===== src/hdl/rtc_pkg.sv =====
/*
 * constants and types for the real-time clock bus and register bank.
 * assumes a single 125 MHz system clock; all pin inputs arrive synchronous.
 */
package rtc_pkg;

    // ******************************************
    // widths and address map
    // ******************************************
    localparam int ADDR_W = 7;
    localparam int DATA_W = 8;
    localparam int TIME_BYTES = 10;
    // time and alarm byte indexes, equal to their addresses
    localparam int T_SEC = 0;
    localparam int T_SEC_AL = 1;
    localparam int T_MIN = 2;
    localparam int T_MIN_AL = 3;
    localparam int T_HOUR = 4;
    localparam int T_HOUR_AL = 5;
    localparam int T_WDAY = 6;
    localparam int T_DATE = 7;
    localparam int T_MONTH = 8;
    localparam int T_YEAR = 9;
    localparam logic [6:0] OFS_CTRL_A = 7'h0a;
    localparam logic [6:0] OFS_CTRL_B = 7'h0b;
    localparam logic [6:0] OFS_FLAGS = 7'h0c;
    localparam logic [6:0] OFS_CTRL_D = 7'h0d;
    localparam int RAM_FIRST = 14;
    localparam int RAM_LAST = 127;

    // ******************************************
    // field positions and reset values
    // ******************************************
    localparam int TOP_BIT = 7;
    localparam logic [1:0] ALARM_ANY = 2'h3;
    localparam logic [7:0] CTRL_A_RST = 8'h00;
    localparam logic [7:0] CTRL_B_RST = 8'h00;
    localparam logic [7:0] LOW7_MASK = 8'h7f;

    // ******************************************
    // counting limits, binary values
    // ******************************************
    localparam logic [7:0] SEC_MAX = 8'h3b;
    localparam logic [7:0] HR24_MAX = 8'h17;
    localparam logic [7:0] HR12_TOP = 8'h0c;
    localparam logic [7:0] HR12_PRE = 8'h0b;
    localparam logic [7:0] WDAY_MAX = 8'h07;
    localparam logic [7:0] MONTH_MAX = 8'h0c;
    localparam logic [7:0] YEAR_MAX = 8'h63;
    localparam logic [7:0] DAYS_LONG = 8'h1f;
    localparam logic [7:0] DAYS_SHORT = 8'h1e;
    localparam logic [7:0] DAYS_FEB = 8'h1c;
    localparam logic [7:0] DAYS_FEB_LEAP = 8'h1d;

    // ******************************************
    // types
    // ******************************************
    typedef struct packed {
        logic periodic_flag;
        logic alarm_flag;
        logic update_done_flag;
    } rtc_flags_s;

    typedef struct packed {
        logic freeze;
        logic periodic_irq_enable;
        logic alarm_irq_enable;
        logic update_irq_enable;
        logic square_out_enable;
        logic binary_format_select;
        logic hour24_select;
        logic dst_enable;
    } rtc_ctrl_b_s;

    typedef enum logic [0:0] {
        RTC_BUS_IDLE = 1'b0,
        RTC_BUS_READ = 1'b1
    } rtc_bus_e;

endpackage


===== src/hdl/rtc_bus_regs.sv =====
/*
 * multiplexed address/data bus slave plus time, calendar, alarm,
 * control and user-ram bytes of a real-time clock.
 * assumes the divider chain outside delivers a one-cycle second tick and
 * periodic tick, and that all pins are already synchronous to clk_sys.
 */
`timescale 1ns/1ps

module rtc_bus_regs #(
    parameter int ADDR_BITS = rtc_pkg::ADDR_W,
    parameter int DATA_BITS = rtc_pkg::DATA_W
) (
    input  wire logic                 clk_sys,
    input  wire logic                 reset_n,
    input  wire logic                 pin_reset_n,
    input  wire logic                 supply_good,
    input  wire logic                 bus_style_select,
    input  wire logic                 chip_select_n,
    input  wire logic                 address_latch_strobe,
    input  wire logic                 data_strobe_pin,
    input  wire logic                 direction_pin,
    input  wire logic [7:0]           muxed_addr_data_in,
    output logic      [7:0]           muxed_addr_data_out,
    output logic                      muxed_addr_data_oe_n,
    output logic                      irq_pin_out,
    output logic                      irq_pin_oe_n,
    input  wire logic                 ram_enable_in_n,
    output logic                      ram_enable_out_n,
    input  wire logic                 second_tick,
    input  wire logic                 periodic_tick,
    input  wire logic                 update_in_progress,
    output logic                      square_out_enable,
    output logic      [6:0]           divider_control,
    output rtc_pkg::rtc_flags_s       flags_now
);
    import rtc_pkg::*;

    // ******************************************
    // elaboration checks
    // ******************************************
    // the address map and byte lanes are fixed; other widths cannot be served
    generate
        if (ADDR_BITS != ADDR_W || DATA_BITS != DATA_W) begin : g_bad_width
            $error("rtc_bus_regs supports only 7 address and 8 data bits");
        end
    endgenerate

    // ******************************************
    // storage and state
    // ******************************************
    logic [7:0]  tm [TIME_BYTES];           // internal, always counting
    logic [7:0]  ut [TIME_BYTES];           // software-visible copy
    logic [7:0]  ram [RAM_FIRST:RAM_LAST];
    logic [6:0]  addr;
    logic [7:0]  din_q;
    logic        als_q;
    logic        dstb_q;
    logic        dir_q;
    rtc_bus_e    bus_st;
    logic [7:0]  rd_data;
    logic [7:0]  rd_mux;
    logic [6:0]  ctrl_a;
    rtc_ctrl_b_s ctrl_b;
    rtc_flags_s  flags;
    rtc_flags_s  enables;
    logic        upd_q;
    logic        pin_clear;
    logic        acc_ok;
    logic        read_act;
    logic        read_end;
    logic        write_ev;
    logic        irq_any;
    logic        alarm_hit;
    logic [7:0]  wval;
    logic [7:0]  next_tm [TIME_BYTES];

    // ******************************************
    // format helpers
    // ******************************************
    function automatic logic [7:0] to_bin(input logic [7:0] v, input logic bcd);
        to_bin = bcd ? 8'({4'h0, v[7:4]} * 8'd10 + {4'h0, v[3:0]}) : v;
    endfunction

    function automatic logic [7:0] from_bin(input logic [7:0] v, input logic bcd);
        from_bin = bcd ? {4'(v / 8'd10), 4'(v % 8'd10)} : v;
    endfunction

    // month length in binary; every fourth year is a leap year
    function automatic logic [7:0] month_days(input logic [7:0] mo, input logic [7:0] yr);
        case (mo)
            8'h02:                      month_days = (yr[1:0] == 2'h0) ? DAYS_FEB_LEAP : DAYS_FEB;
            8'h04, 8'h06, 8'h09, 8'h0b: month_days = DAYS_SHORT;
            default:                    month_days = DAYS_LONG;
        endcase
    endfunction

    function automatic logic alarm_match(input logic [7:0] al, input logic [7:0] t);
        alarm_match = (al[7:6] == ALARM_ANY) || (al == t);
    endfunction

    // ******************************************
    // access qualification
    // ******************************************
    // low supply and the reset pin both act as a forced deselect
    assign acc_ok    = ~chip_select_n & supply_good & pin_reset_n;
    assign pin_clear = ~pin_reset_n & supply_good;

    // read window depends on the bus style chosen by the select pin
    assign read_act = acc_ok & (bus_style_select ? (data_strobe_pin & direction_pin)
                                                 : ~data_strobe_pin);
    assign read_end = (bus_st == RTC_BUS_READ) & ~read_act;

    // writes land on the trailing edge of the strobe, using data sampled before it
    assign write_ev = acc_ok & (bus_style_select ? (dstb_q & ~data_strobe_pin & ~dir_q)
                                                 : (~dir_q & direction_pin));
    assign wval = (addr == 7'(T_SEC)) ? (din_q & LOW7_MASK) : din_q;

    // ******************************************
    // pin sampling and address latch
    // ******************************************
    // address is taken even with chip select high
    always_ff @(posedge clk_sys) begin
        if (!reset_n) begin
            als_q  <= 1'b0;
            dstb_q <= 1'b0;
            dir_q  <= 1'b1;
            din_q  <= 8'h00;
            addr   <= 7'h00;
        end else begin
            als_q  <= address_latch_strobe;
            dstb_q <= data_strobe_pin;
            dir_q  <= direction_pin;
            din_q  <= muxed_addr_data_in;
            if (als_q && !address_latch_strobe) begin
                addr <= din_q[6:0];
            end
        end
    end

    // ******************************************
    // read data path
    // ******************************************
    // read source, the flag byte carries the summary bit on top
    always_comb begin
        if (addr < 7'(TIME_BYTES)) begin
            rd_mux = ut[addr[3:0]];
        end else begin
            case (addr)
                OFS_CTRL_A: rd_mux = {update_in_progress, ctrl_a};
                OFS_CTRL_B: rd_mux = ctrl_b;
                OFS_FLAGS:  rd_mux = {irq_any, flags, 4'h0};
                OFS_CTRL_D: rd_mux = {supply_good, 7'h00};
                default:    rd_mux = ram[addr];
            endcase
        end
    end

    // data is caught once at the start of the strobe so it stays stable
    always_ff @(posedge clk_sys) begin
        if (!reset_n) begin
            bus_st  <= RTC_BUS_IDLE;
            rd_data <= 8'h00;
        end else begin
            case (bus_st)
                RTC_BUS_IDLE: begin
                    if (read_act) begin
                        bus_st  <= RTC_BUS_READ;
                        rd_data <= rd_mux;
                    end
                end
                RTC_BUS_READ: begin
                    if (!read_act) begin
                        bus_st <= RTC_BUS_IDLE;
                    end
                end
                default: bus_st <= RTC_BUS_IDLE;
            endcase
        end
    end

    // drive only while the read window is open and data has been caught
    assign muxed_addr_data_out  = rd_data;
    assign muxed_addr_data_oe_n = ~((bus_st == RTC_BUS_READ) & read_act);

    // ******************************************
    // control registers
    // ******************************************
    // flag register and control D ignore writes, control A top bit is status
    always_ff @(posedge clk_sys) begin
        if (!reset_n) begin
            ctrl_a <= CTRL_A_RST[6:0];
            ctrl_b <= CTRL_B_RST;
        end else begin
            if (write_ev && addr == OFS_CTRL_A) begin
                ctrl_a <= din_q[6:0];
            end
            if (write_ev && addr == OFS_CTRL_B) begin
                ctrl_b <= din_q;
            end
            if (pin_clear) begin
                ctrl_b.periodic_irq_enable <= 1'b0;
                ctrl_b.alarm_irq_enable    <= 1'b0;
                ctrl_b.update_irq_enable   <= 1'b0;
                ctrl_b.square_out_enable   <= 1'b0;
            end
        end
    end

    assign square_out_enable = ctrl_b.square_out_enable;
    assign divider_control   = ctrl_a;

    // ******************************************
    // interrupt flags
    // ******************************************
    assign enables = '{periodic_flag:    ctrl_b.periodic_irq_enable,
                       alarm_flag:       ctrl_b.alarm_irq_enable,
                       update_done_flag: ctrl_b.update_irq_enable};
    assign irq_any = |(flags & enables);

    assign alarm_hit = alarm_match(tm[T_SEC_AL], tm[T_SEC])
                     & alarm_match(tm[T_MIN_AL], tm[T_MIN])
                     & alarm_match(tm[T_HOUR_AL], tm[T_HOUR]);

    // a flag read clears only what it showed; new events win over the clear
    always_ff @(posedge clk_sys) begin
        if (!reset_n || pin_clear) begin
            flags <= '0;
        end else begin
            if (read_end && addr == OFS_FLAGS) begin
                flags <= flags & ~rd_data[6:4];
            end
            if (periodic_tick) begin
                flags.periodic_flag <= 1'b1;
            end
            if (upd_q) begin
                flags.update_done_flag <= 1'b1;
                if (alarm_hit) begin
                    flags.alarm_flag <= 1'b1;
                end
            end
        end
    end

    // open drain: the level is always low, only the enable moves
    assign irq_pin_out  = 1'b0;
    assign irq_pin_oe_n = ~irq_any;
    assign flags_now    = flags;

    // external ram enable passes through only with good supply and no reset
    assign ram_enable_out_n = (supply_good & pin_reset_n) ? ram_enable_in_n : 1'b1;

    // ******************************************
    // next second, computed in binary
    // ******************************************
    // bcd bytes are converted in and out so one set of limits serves both
    always_comb begin
        logic       bcd;
        logic       pm;
        logic       carry;
        logic [7:0] s;
        logic [7:0] mi;
        logic [7:0] h;
        logic [7:0] wd;
        logic [7:0] dt;
        logic [7:0] mo;
        logic [7:0] yr;
        bcd   = ~ctrl_b.binary_format_select;
        pm    = tm[T_HOUR][TOP_BIT];
        s     = to_bin(tm[T_SEC] & LOW7_MASK, bcd);
        mi    = to_bin(tm[T_MIN], bcd);
        h     = to_bin(tm[T_HOUR] & LOW7_MASK, bcd);
        wd    = to_bin(tm[T_WDAY], bcd);
        dt    = to_bin(tm[T_DATE], bcd);
        mo    = to_bin(tm[T_MONTH], bcd);
        yr    = to_bin(tm[T_YEAR], bcd);
        carry = 1'b0;
        for (int i = 0; i < TIME_BYTES; i++) begin
            next_tm[i] = tm[i];
        end
        // seconds and minutes
        if (s >= SEC_MAX) begin
            s     = 8'h00;
            carry = 1'b1;
        end else begin
            s = s + 8'h01;
        end
        if (carry) begin
            carry = 1'b0;
            if (mi >= SEC_MAX) begin
                mi    = 8'h00;
                carry = 1'b1;
            end else begin
                mi = mi + 8'h01;
            end
        end
        // hours, day carry leaves at midnight in either format
        if (carry) begin
            carry = 1'b0;
            if (ctrl_b.hour24_select) begin
                if (h >= HR24_MAX) begin
                    h     = 8'h00;
                    carry = 1'b1;
                end else begin
                    h = h + 8'h01;
                end
            end else if (h >= HR12_TOP) begin
                h = 8'h01;
            end else if (h == HR12_PRE) begin
                h     = HR12_TOP;
                carry = pm;
                pm    = ~pm;
            end else begin
                h = h + 8'h01;
            end
        end
        // calendar
        if (carry) begin
            wd = (wd >= WDAY_MAX) ? 8'h01 : wd + 8'h01;
            if (dt >= month_days(mo, yr)) begin
                dt = 8'h01;
                if (mo >= MONTH_MAX) begin
                    mo = 8'h01;
                    yr = (yr >= YEAR_MAX) ? 8'h00 : yr + 8'h01;
                end else begin
                    mo = mo + 8'h01;
                end
            end else begin
                dt = dt + 8'h01;
            end
        end
        next_tm[T_SEC]   = from_bin(s, bcd);
        next_tm[T_MIN]   = from_bin(mi, bcd);
        // pm rides on top; no hour value reaches bit seven in either format
        next_tm[T_HOUR]  = from_bin(h, bcd) | {pm & ~ctrl_b.hour24_select, 7'h00};
        next_tm[T_WDAY]  = from_bin(wd, bcd);
        next_tm[T_DATE]  = from_bin(dt, bcd);
        next_tm[T_MONTH] = from_bin(mo, bcd);
        next_tm[T_YEAR]  = from_bin(yr, bcd);
    end

    // ******************************************
    // time bytes
    // ******************************************
    // update marker one cycle after the tick, when the new time is in place
    always_ff @(posedge clk_sys) begin
        if (!reset_n) begin
            upd_q <= 1'b0;
        end else begin
            upd_q <= second_tick;
        end
    end

    // not reset: time survives both resets; a write overrides a same-cycle step
    always_ff @(posedge clk_sys) begin
        if (second_tick) begin
            for (int i = 0; i < TIME_BYTES; i++) begin
                tm[i] <= next_tm[i];
            end
        end
        if (upd_q && !ctrl_b.freeze) begin
            for (int i = 0; i < TIME_BYTES; i++) begin
                ut[i] <= tm[i];
            end
        end
        if (write_ev && addr < 7'(TIME_BYTES)) begin
            tm[addr[3:0]] <= wval;
            ut[addr[3:0]] <= wval;
        end
    end

    // ******************************************
    // general-purpose ram
    // ******************************************
    // not reset, the contents are meant to outlive a reset
    always_ff @(posedge clk_sys) begin
        if (write_ev && addr >= 7'(RAM_FIRST)) begin
            ram[addr] <= din_q;
        end
    end

endmodule


===== config.mk =====
export PLATFORM = sky130hd
export DESIGN_NAME = rtc_bus_regs
export DESIGN_NICKNAME = d
export VERILOG_FILES = /design/src/hdl/rtc_pkg.sv /design/src/hdl/rtc_bus_regs.sv
export SDC_FILE = /design/constraint.sdc
export NUM_CORES = 2
export LEC_CHECK = 0
export ABC_AREA = 1
export BUFFER_PORTS_ARGS = -buffer_cell sky130_fd_sc_hd__buf_2
export CORE_UTILIZATION = 55
export DETAILED_ROUTE_END_ITERATION = 7
export PLACE_DENSITY = 0.79
export SETUP_SLACK_MARGIN = 0.1
export SLEW_MARGIN = 10
export SYNTH_ARGS = -nofsm -noshare
export SYNTH_HDL_FRONTEND = slang
export SYNTH_SLANG_ARGS = --single-unit

===== constraint.sdc =====
create_clock -name clk_sys -period 6.55 [get_ports clk_sys]
set_input_delay 0.655 -clock clk_sys [delete_from_list [all_inputs] [get_ports clk_sys]]
set_output_delay 0.655 -clock clk_sys [all_outputs]
set_load 0.02 [all_outputs]

## Word level (Yosys, flattened, before mapping)

Memories as Yosys holds them, arrays and structs flattened. A register that Yosys moved wholly into a read port is not among the register bits.
Index checks and enable logic that the tools add are counted.

- Add/sub/neg operators: 14
- Multipliers: 7
- Divide/modulo/power cells: 14
- Magnitude comparators: 10
- Eq/ne operators: 16
- Multiplexer cells: 71
- Bitwise gates (word level): 30
- Reductions and logical operators: 22

Operators with widths:

| cell | count |
|---|---|
| $mux 8 | 36 |
| $add 8x1->8 const B | 7 |
| $div 8x4->8 const B | 7 |
| $mod 8x4->8 const B | 7 |
| $add 8x4->8 | 5 |
| $mul 4x3->7 const B | 5 |
| $pmux 8 s4 | 1 |
| $eq 7x4->1 const B | 4 |
| $mux 1 | 27 |
| $eq 8x4->1 const B | 3 |
| $eq 8x8->1 | 3 |
| $add 7x4->8 | 2 |
| $eq 8x3->1 const B | 2 |
| $ge 8x4->1 const B | 2 |
| $ge 8x6->1 const B | 2 |
| $and 1x1->1 | 15 |
| $mux 7 | 2 |
| $mul 3x3->6 const B | 2 |
| $not 1->1 | 11 |
| $eq 8x2->1 const B | 1 |
| $ge 8x3->1 const B | 1 |
| $ge 8x5->1 const B | 1 |
| $ge 8x7->1 const B | 1 |
| $ge 8x8->1 | 1 |
| 20 further kinds | 36 |

- Flip-flop bits (word level): 46
- Memory bits (writable): 1072
- Input bits: 21
- Output and inout bits: 23
- Logic and storage cells: 207
- Memories: 3

Memory list:

| name | words | width | read ports | clocked after memory_dff | wr ports | line | text |
|---|---|---|---|---|---|---|---|
| ram | 114 | 8 | 1 | 1 | 1 | rtc_bus_regs.sv:53 | `logic [7:0] ram [RAM_FIRST:RAM_LAST];` |
| tm | 10 | 8 | 10 | 0 | 11 | rtc_bus_regs.sv:51 | `logic [7:0] tm [TIME_BYTES];` |
| ut | 10 | 8 | 1 | 1 | 11 | rtc_bus_regs.sv:52 | `logic [7:0] ut [TIME_BYTES];` |

## Depth between registers and ports, before layout

An unclocked memory read counts as a cell.

- Word-level depth: 15
- Mapped depth: 51
- Gate-level depth less buffers: 51

## Worst setup path after synthesis

Ideal clock, no wire load.

- Kind: register to register
- From: mem tm[8][7]
- To: mem tm[9][1], data pin
- Arrival time: 5041 ps
- Required time: 6290 ps
- Setup slack: 1249 ps
- Stages on the path, launching flop included: 49
- Path buffers: 0
- Clock period less this slack: 5301 ps
- Cell sequence: edfxtp_1 ha_1 ha_1 inv_1 fa_1 nor2_1 nand3b_1 nand2_1 nand2_1 nand3_1 nand2_1 inv_2 nand3_4 inv_1 nand2_1 o21ai_0 inv_1 ha_1 [13 not listed] nand2_1 nand2_2 nand2_2 nand2_1 nand3_2 nand2_2 nand2_1 a21oi_1 nand2_2 nand2_2 inv_1 o21a_1 nand2_2 nand2_2 nand2_1 nand2_1 nand2_1 nand2_1

RTL lines:

| element | line |
|---|---|
| start: declaration | rtc_bus_regs.sv:51 |

==> summary.txt <==
Floorplan
  • Starting Density: 55.5%
  • Die width: 314 um
  • I/O pins: 44
  • CORE AREA: 96600 sq um
  • Die ar.: ~99000 sq um
  • Cell Rows: 114
  • Die height: 314 um

Yosys
  • Mapped Cells: 5010
  • Top cells by count, synth: edfxtp_1, nor2_1, o21ai_0
  • Post-synth EDFFs: 1120
  • Sequential area share after synthesis: 64.8%
  • Top-count cell post-synth: edfxtp_1
  • YS warnings: 0
  • Syn_area_per_cell: 10.7 sq um
  • Post-synth top area share: a little over three fifths
  • Ys flop type: edfxtp_1
  • Leading post-synthesis cells by cell area: edfxtp_1, o21ai_0, nor2_1
  • Synth Register Bits: 1173
  • Post-synth ARST share: 0%
  • Dominant cell type by area after synthesis: edfxtp_1
  • Yosys cell types: 66
  • Synth Cell Area: 53600 sq um

Layout
  • Fill cell count: approximately 7.4k
  • Nets: 5080
  • Seq. cell area: 34700 sq um
  • Fin cells: 6356
  • Layout area overhead: 9.31%
  • Multi-input gate area: 16800 sq um
  • Layout cell share with drive strength beyond 1: 8.35%

CTS
  • TritonCTS Buffers: 111
  • CTS tree: done
  • Clock sinks: 1173
  • CTS root buffer: clkbuf_16
  • Clk_lat worst skew: between 0.7 and 0.8 ns
  • Worst-path clk slew: 0.07 ns
  • CTS Buffer Depth: 3
  • H-tree Lvls: 3

Timing
  • Worst-Margin Slew: 1.36 ns
  • Max-Slew Margin vs Limit: 8.83%
  • Setup TNS: 0 ns
  • Setup ws final: between 0.6 and 0.7 ns
  • Hold Vio Cnt, Final: 0
  • Fmax: 0.171 GHz
  • Clock skew: 0.0638 ns
  • Tmin final: 5.85 ns
  • Final Max Tran Viols: 0
  • Endpoints failing setup: 0
  • RSZ-0062 raised after global routing: no
  • Period utilisation layout: 89.4%

GRT
  • First-pass GRT wire length: 211000 um
  • Number of global-route vias before repair: approximately 37k
  • Initial antenna violation count: 0
  • Grt total ovfl: 0
  • Largest net degree at the start of global routing: 192
  • Gr usage total: 27.7%

Setup path
  • Arrival time at the worst endpoint: 6.27 ns
  • Slowest cell on crit path: fa_1
  • R2R Path Start: tm[8][5]$_DFFE_PP_
  • CP Launch Type: register
  • Critical Path RT: around 7.0 ns
  • R2r setup slk: 0.70 ns
  • Critical path peak fanout: 10
  • Setup CP Type: reg -> reg
  • CP peak stage delay: between 0.4 and 0.5 ns
  • Crit. Startpoint: tm[8][5]$_DFFE_PP_
  • Worst Setup End Kind: register
  • Most used cell, CP: nand2_1
  • Worst Reg-to-Reg Cells: 47
  • Reg-to-reg critical path endpoint: tm[7][4]$_DFFE_PP_

Detailed routing
  • Routed WL per cell: between 20 and 25 um
  • DRC violations left: 0
  • Initial drt markers: 5527
  • WL final: ~140000 um
  • Drt pass-1 iters: 7
  • Via-to-Cell Ratio: 6.20
  • Number of routed nets with antenna violations: 0
  • Via count: 39.4k

Place
  • Routability cong.: approximately 0.90
  • Post-place setup slack: 0.536 ns
  • DP HPWL: roughly 82000 um
  • Port bufs: 42
  • DP Cell Count: 6140

Job
  • Max cap viols: 0

Min path
  • Hold Path End: din_q[3]$_SDFF_PN0_
  • Hold Path Class: in -> reg
  • Hold_sp: muxed_addr_data_in[3]
  • Hold Path Depth: 3

Status
  • Status: finished clean
[timing repair]
item / in CTS / in global routing
hold buffers: 0 / 0
buffers inserted: 0 / 4
resized for setup: 0 / 13
setup endpoints to repair: 0 / 12
[flip-flops by register name, indices dropped and copies added (netlist names), 3 cells and up, named ones only]
signal and count:
din_q 8, tm 80, flags_now 3, ctrl_b 7, divider_control 7, addr 7
ut 128, muxed_addr_data_out 8, ram 912
[through the flow]
step	utilization [%]	hold WS (ns)	instance area, sq um
floorplan	-	0.449	53700
global placement	56.8	0.476	54800
detailed placement	56.8	0.482	54800
CTS	60.5	0.0972	58500
global route	60.6	0.119	58500
finish	60.6	0.114	58500
[worst max-delay path, delay by kind of cell, from the launching register on]
family	cells	cell delay [ns]
AO/OA/AOI/OAI	4	0.46
flip-flops	1	0.42
buffers and inverters	8	0.77
adder cells (fa/ha/maj)	4	1.26
AND/OR/NAND/NOR	31	2.70
[worst max-delay path by stage]
stage | to | slack (ns) | cells after the start
3_3_place_gp | tm[9][1]$_DFFE_PP_ | 0.69 | 48
2_1_floorplan | tm[9][1]$_DFFE_PP_ | 1.25 | 48
5_1_grt | tm[7][1]$_DFFE_PP_ | 0.12 | 49
6_report | tm[7][4]$_DFFE_PP_ | 0.70 | 47
3_5_place_dp | tm[9][1]$_DFFE_PP_ | 0.54 | 48
4_1_cts | tm[9][1]$_DFFE_PP_ | 0.52 | 48
[metal layers]
metal	GRT usage, %	share of wire [%]	wire length, um
met5	0	0	0
met4	10.9	3.7	5160
met3	4.68	12	16200
met2	43.6	46	64700
met1	38.7	38	53200
[logic make-up after synthesis]
kind of cell               synth area share, %
xor gates and xnor gates                 0.867
and+or+nand+nor                           14.5
other                                  0.00700
DFF                                       64.8
adders and majority gates                 1.99
buffers and inverters                     4.20
AOI/OAI and AO/OA                         13.6
muxes                                   0.0187
[layout make-up]
class                           count  area share (%)
Tap cell                         1276            2.73
Timing Repair Buffer               93            1.10
Clock buffer                      129            4.93
Clock inverter                     82            1.28
Inverter                          280            1.85
Sequential cell                  1173            59.3
Multi-Input combinational cell   3322            28.8
Antenna cell                        1         0.00427
[cell usage in the layout, fill, tap and decap left out, types with 15 or more instances in the layout]
| master | n |
|---|---|
| nand2_1 | 691 |
| buf_4 | 47 |
| nand4_1 | 20 |
| a21oi_1 | 116 |
| clkbuf_1 | 15 |
| nand3_1 | 217 |
| ha_1 | 66 |
| o22ai_1 | 205 |
| edfxtp_1 | 1120 |
| clkinv_1 | 36 |
| dfxtp_1 | 40 |
| xnor2_1 | 25 |
| nand2_2 | 56 |
| nor3_1 | 15 |
| o21ai_1 | 27 |
| buf_2 | 42 |
| nor2_1 | 818 |
| clkbuf_16 | 112 |
| o211ai_1 | 25 |
| conb_1 | 50 |
| xor2_1 | 28 |
| o21ai_0 | 737 |
| o221ai_1 | 80 |
| clkinv_2 | 30 |
| inv_2 | 24 |
| inv_1 | 240 |
Power is left out: the tool's default activity adds up to more than one toggle a clock period on the data nets, which glitch-free logic cannot reach.
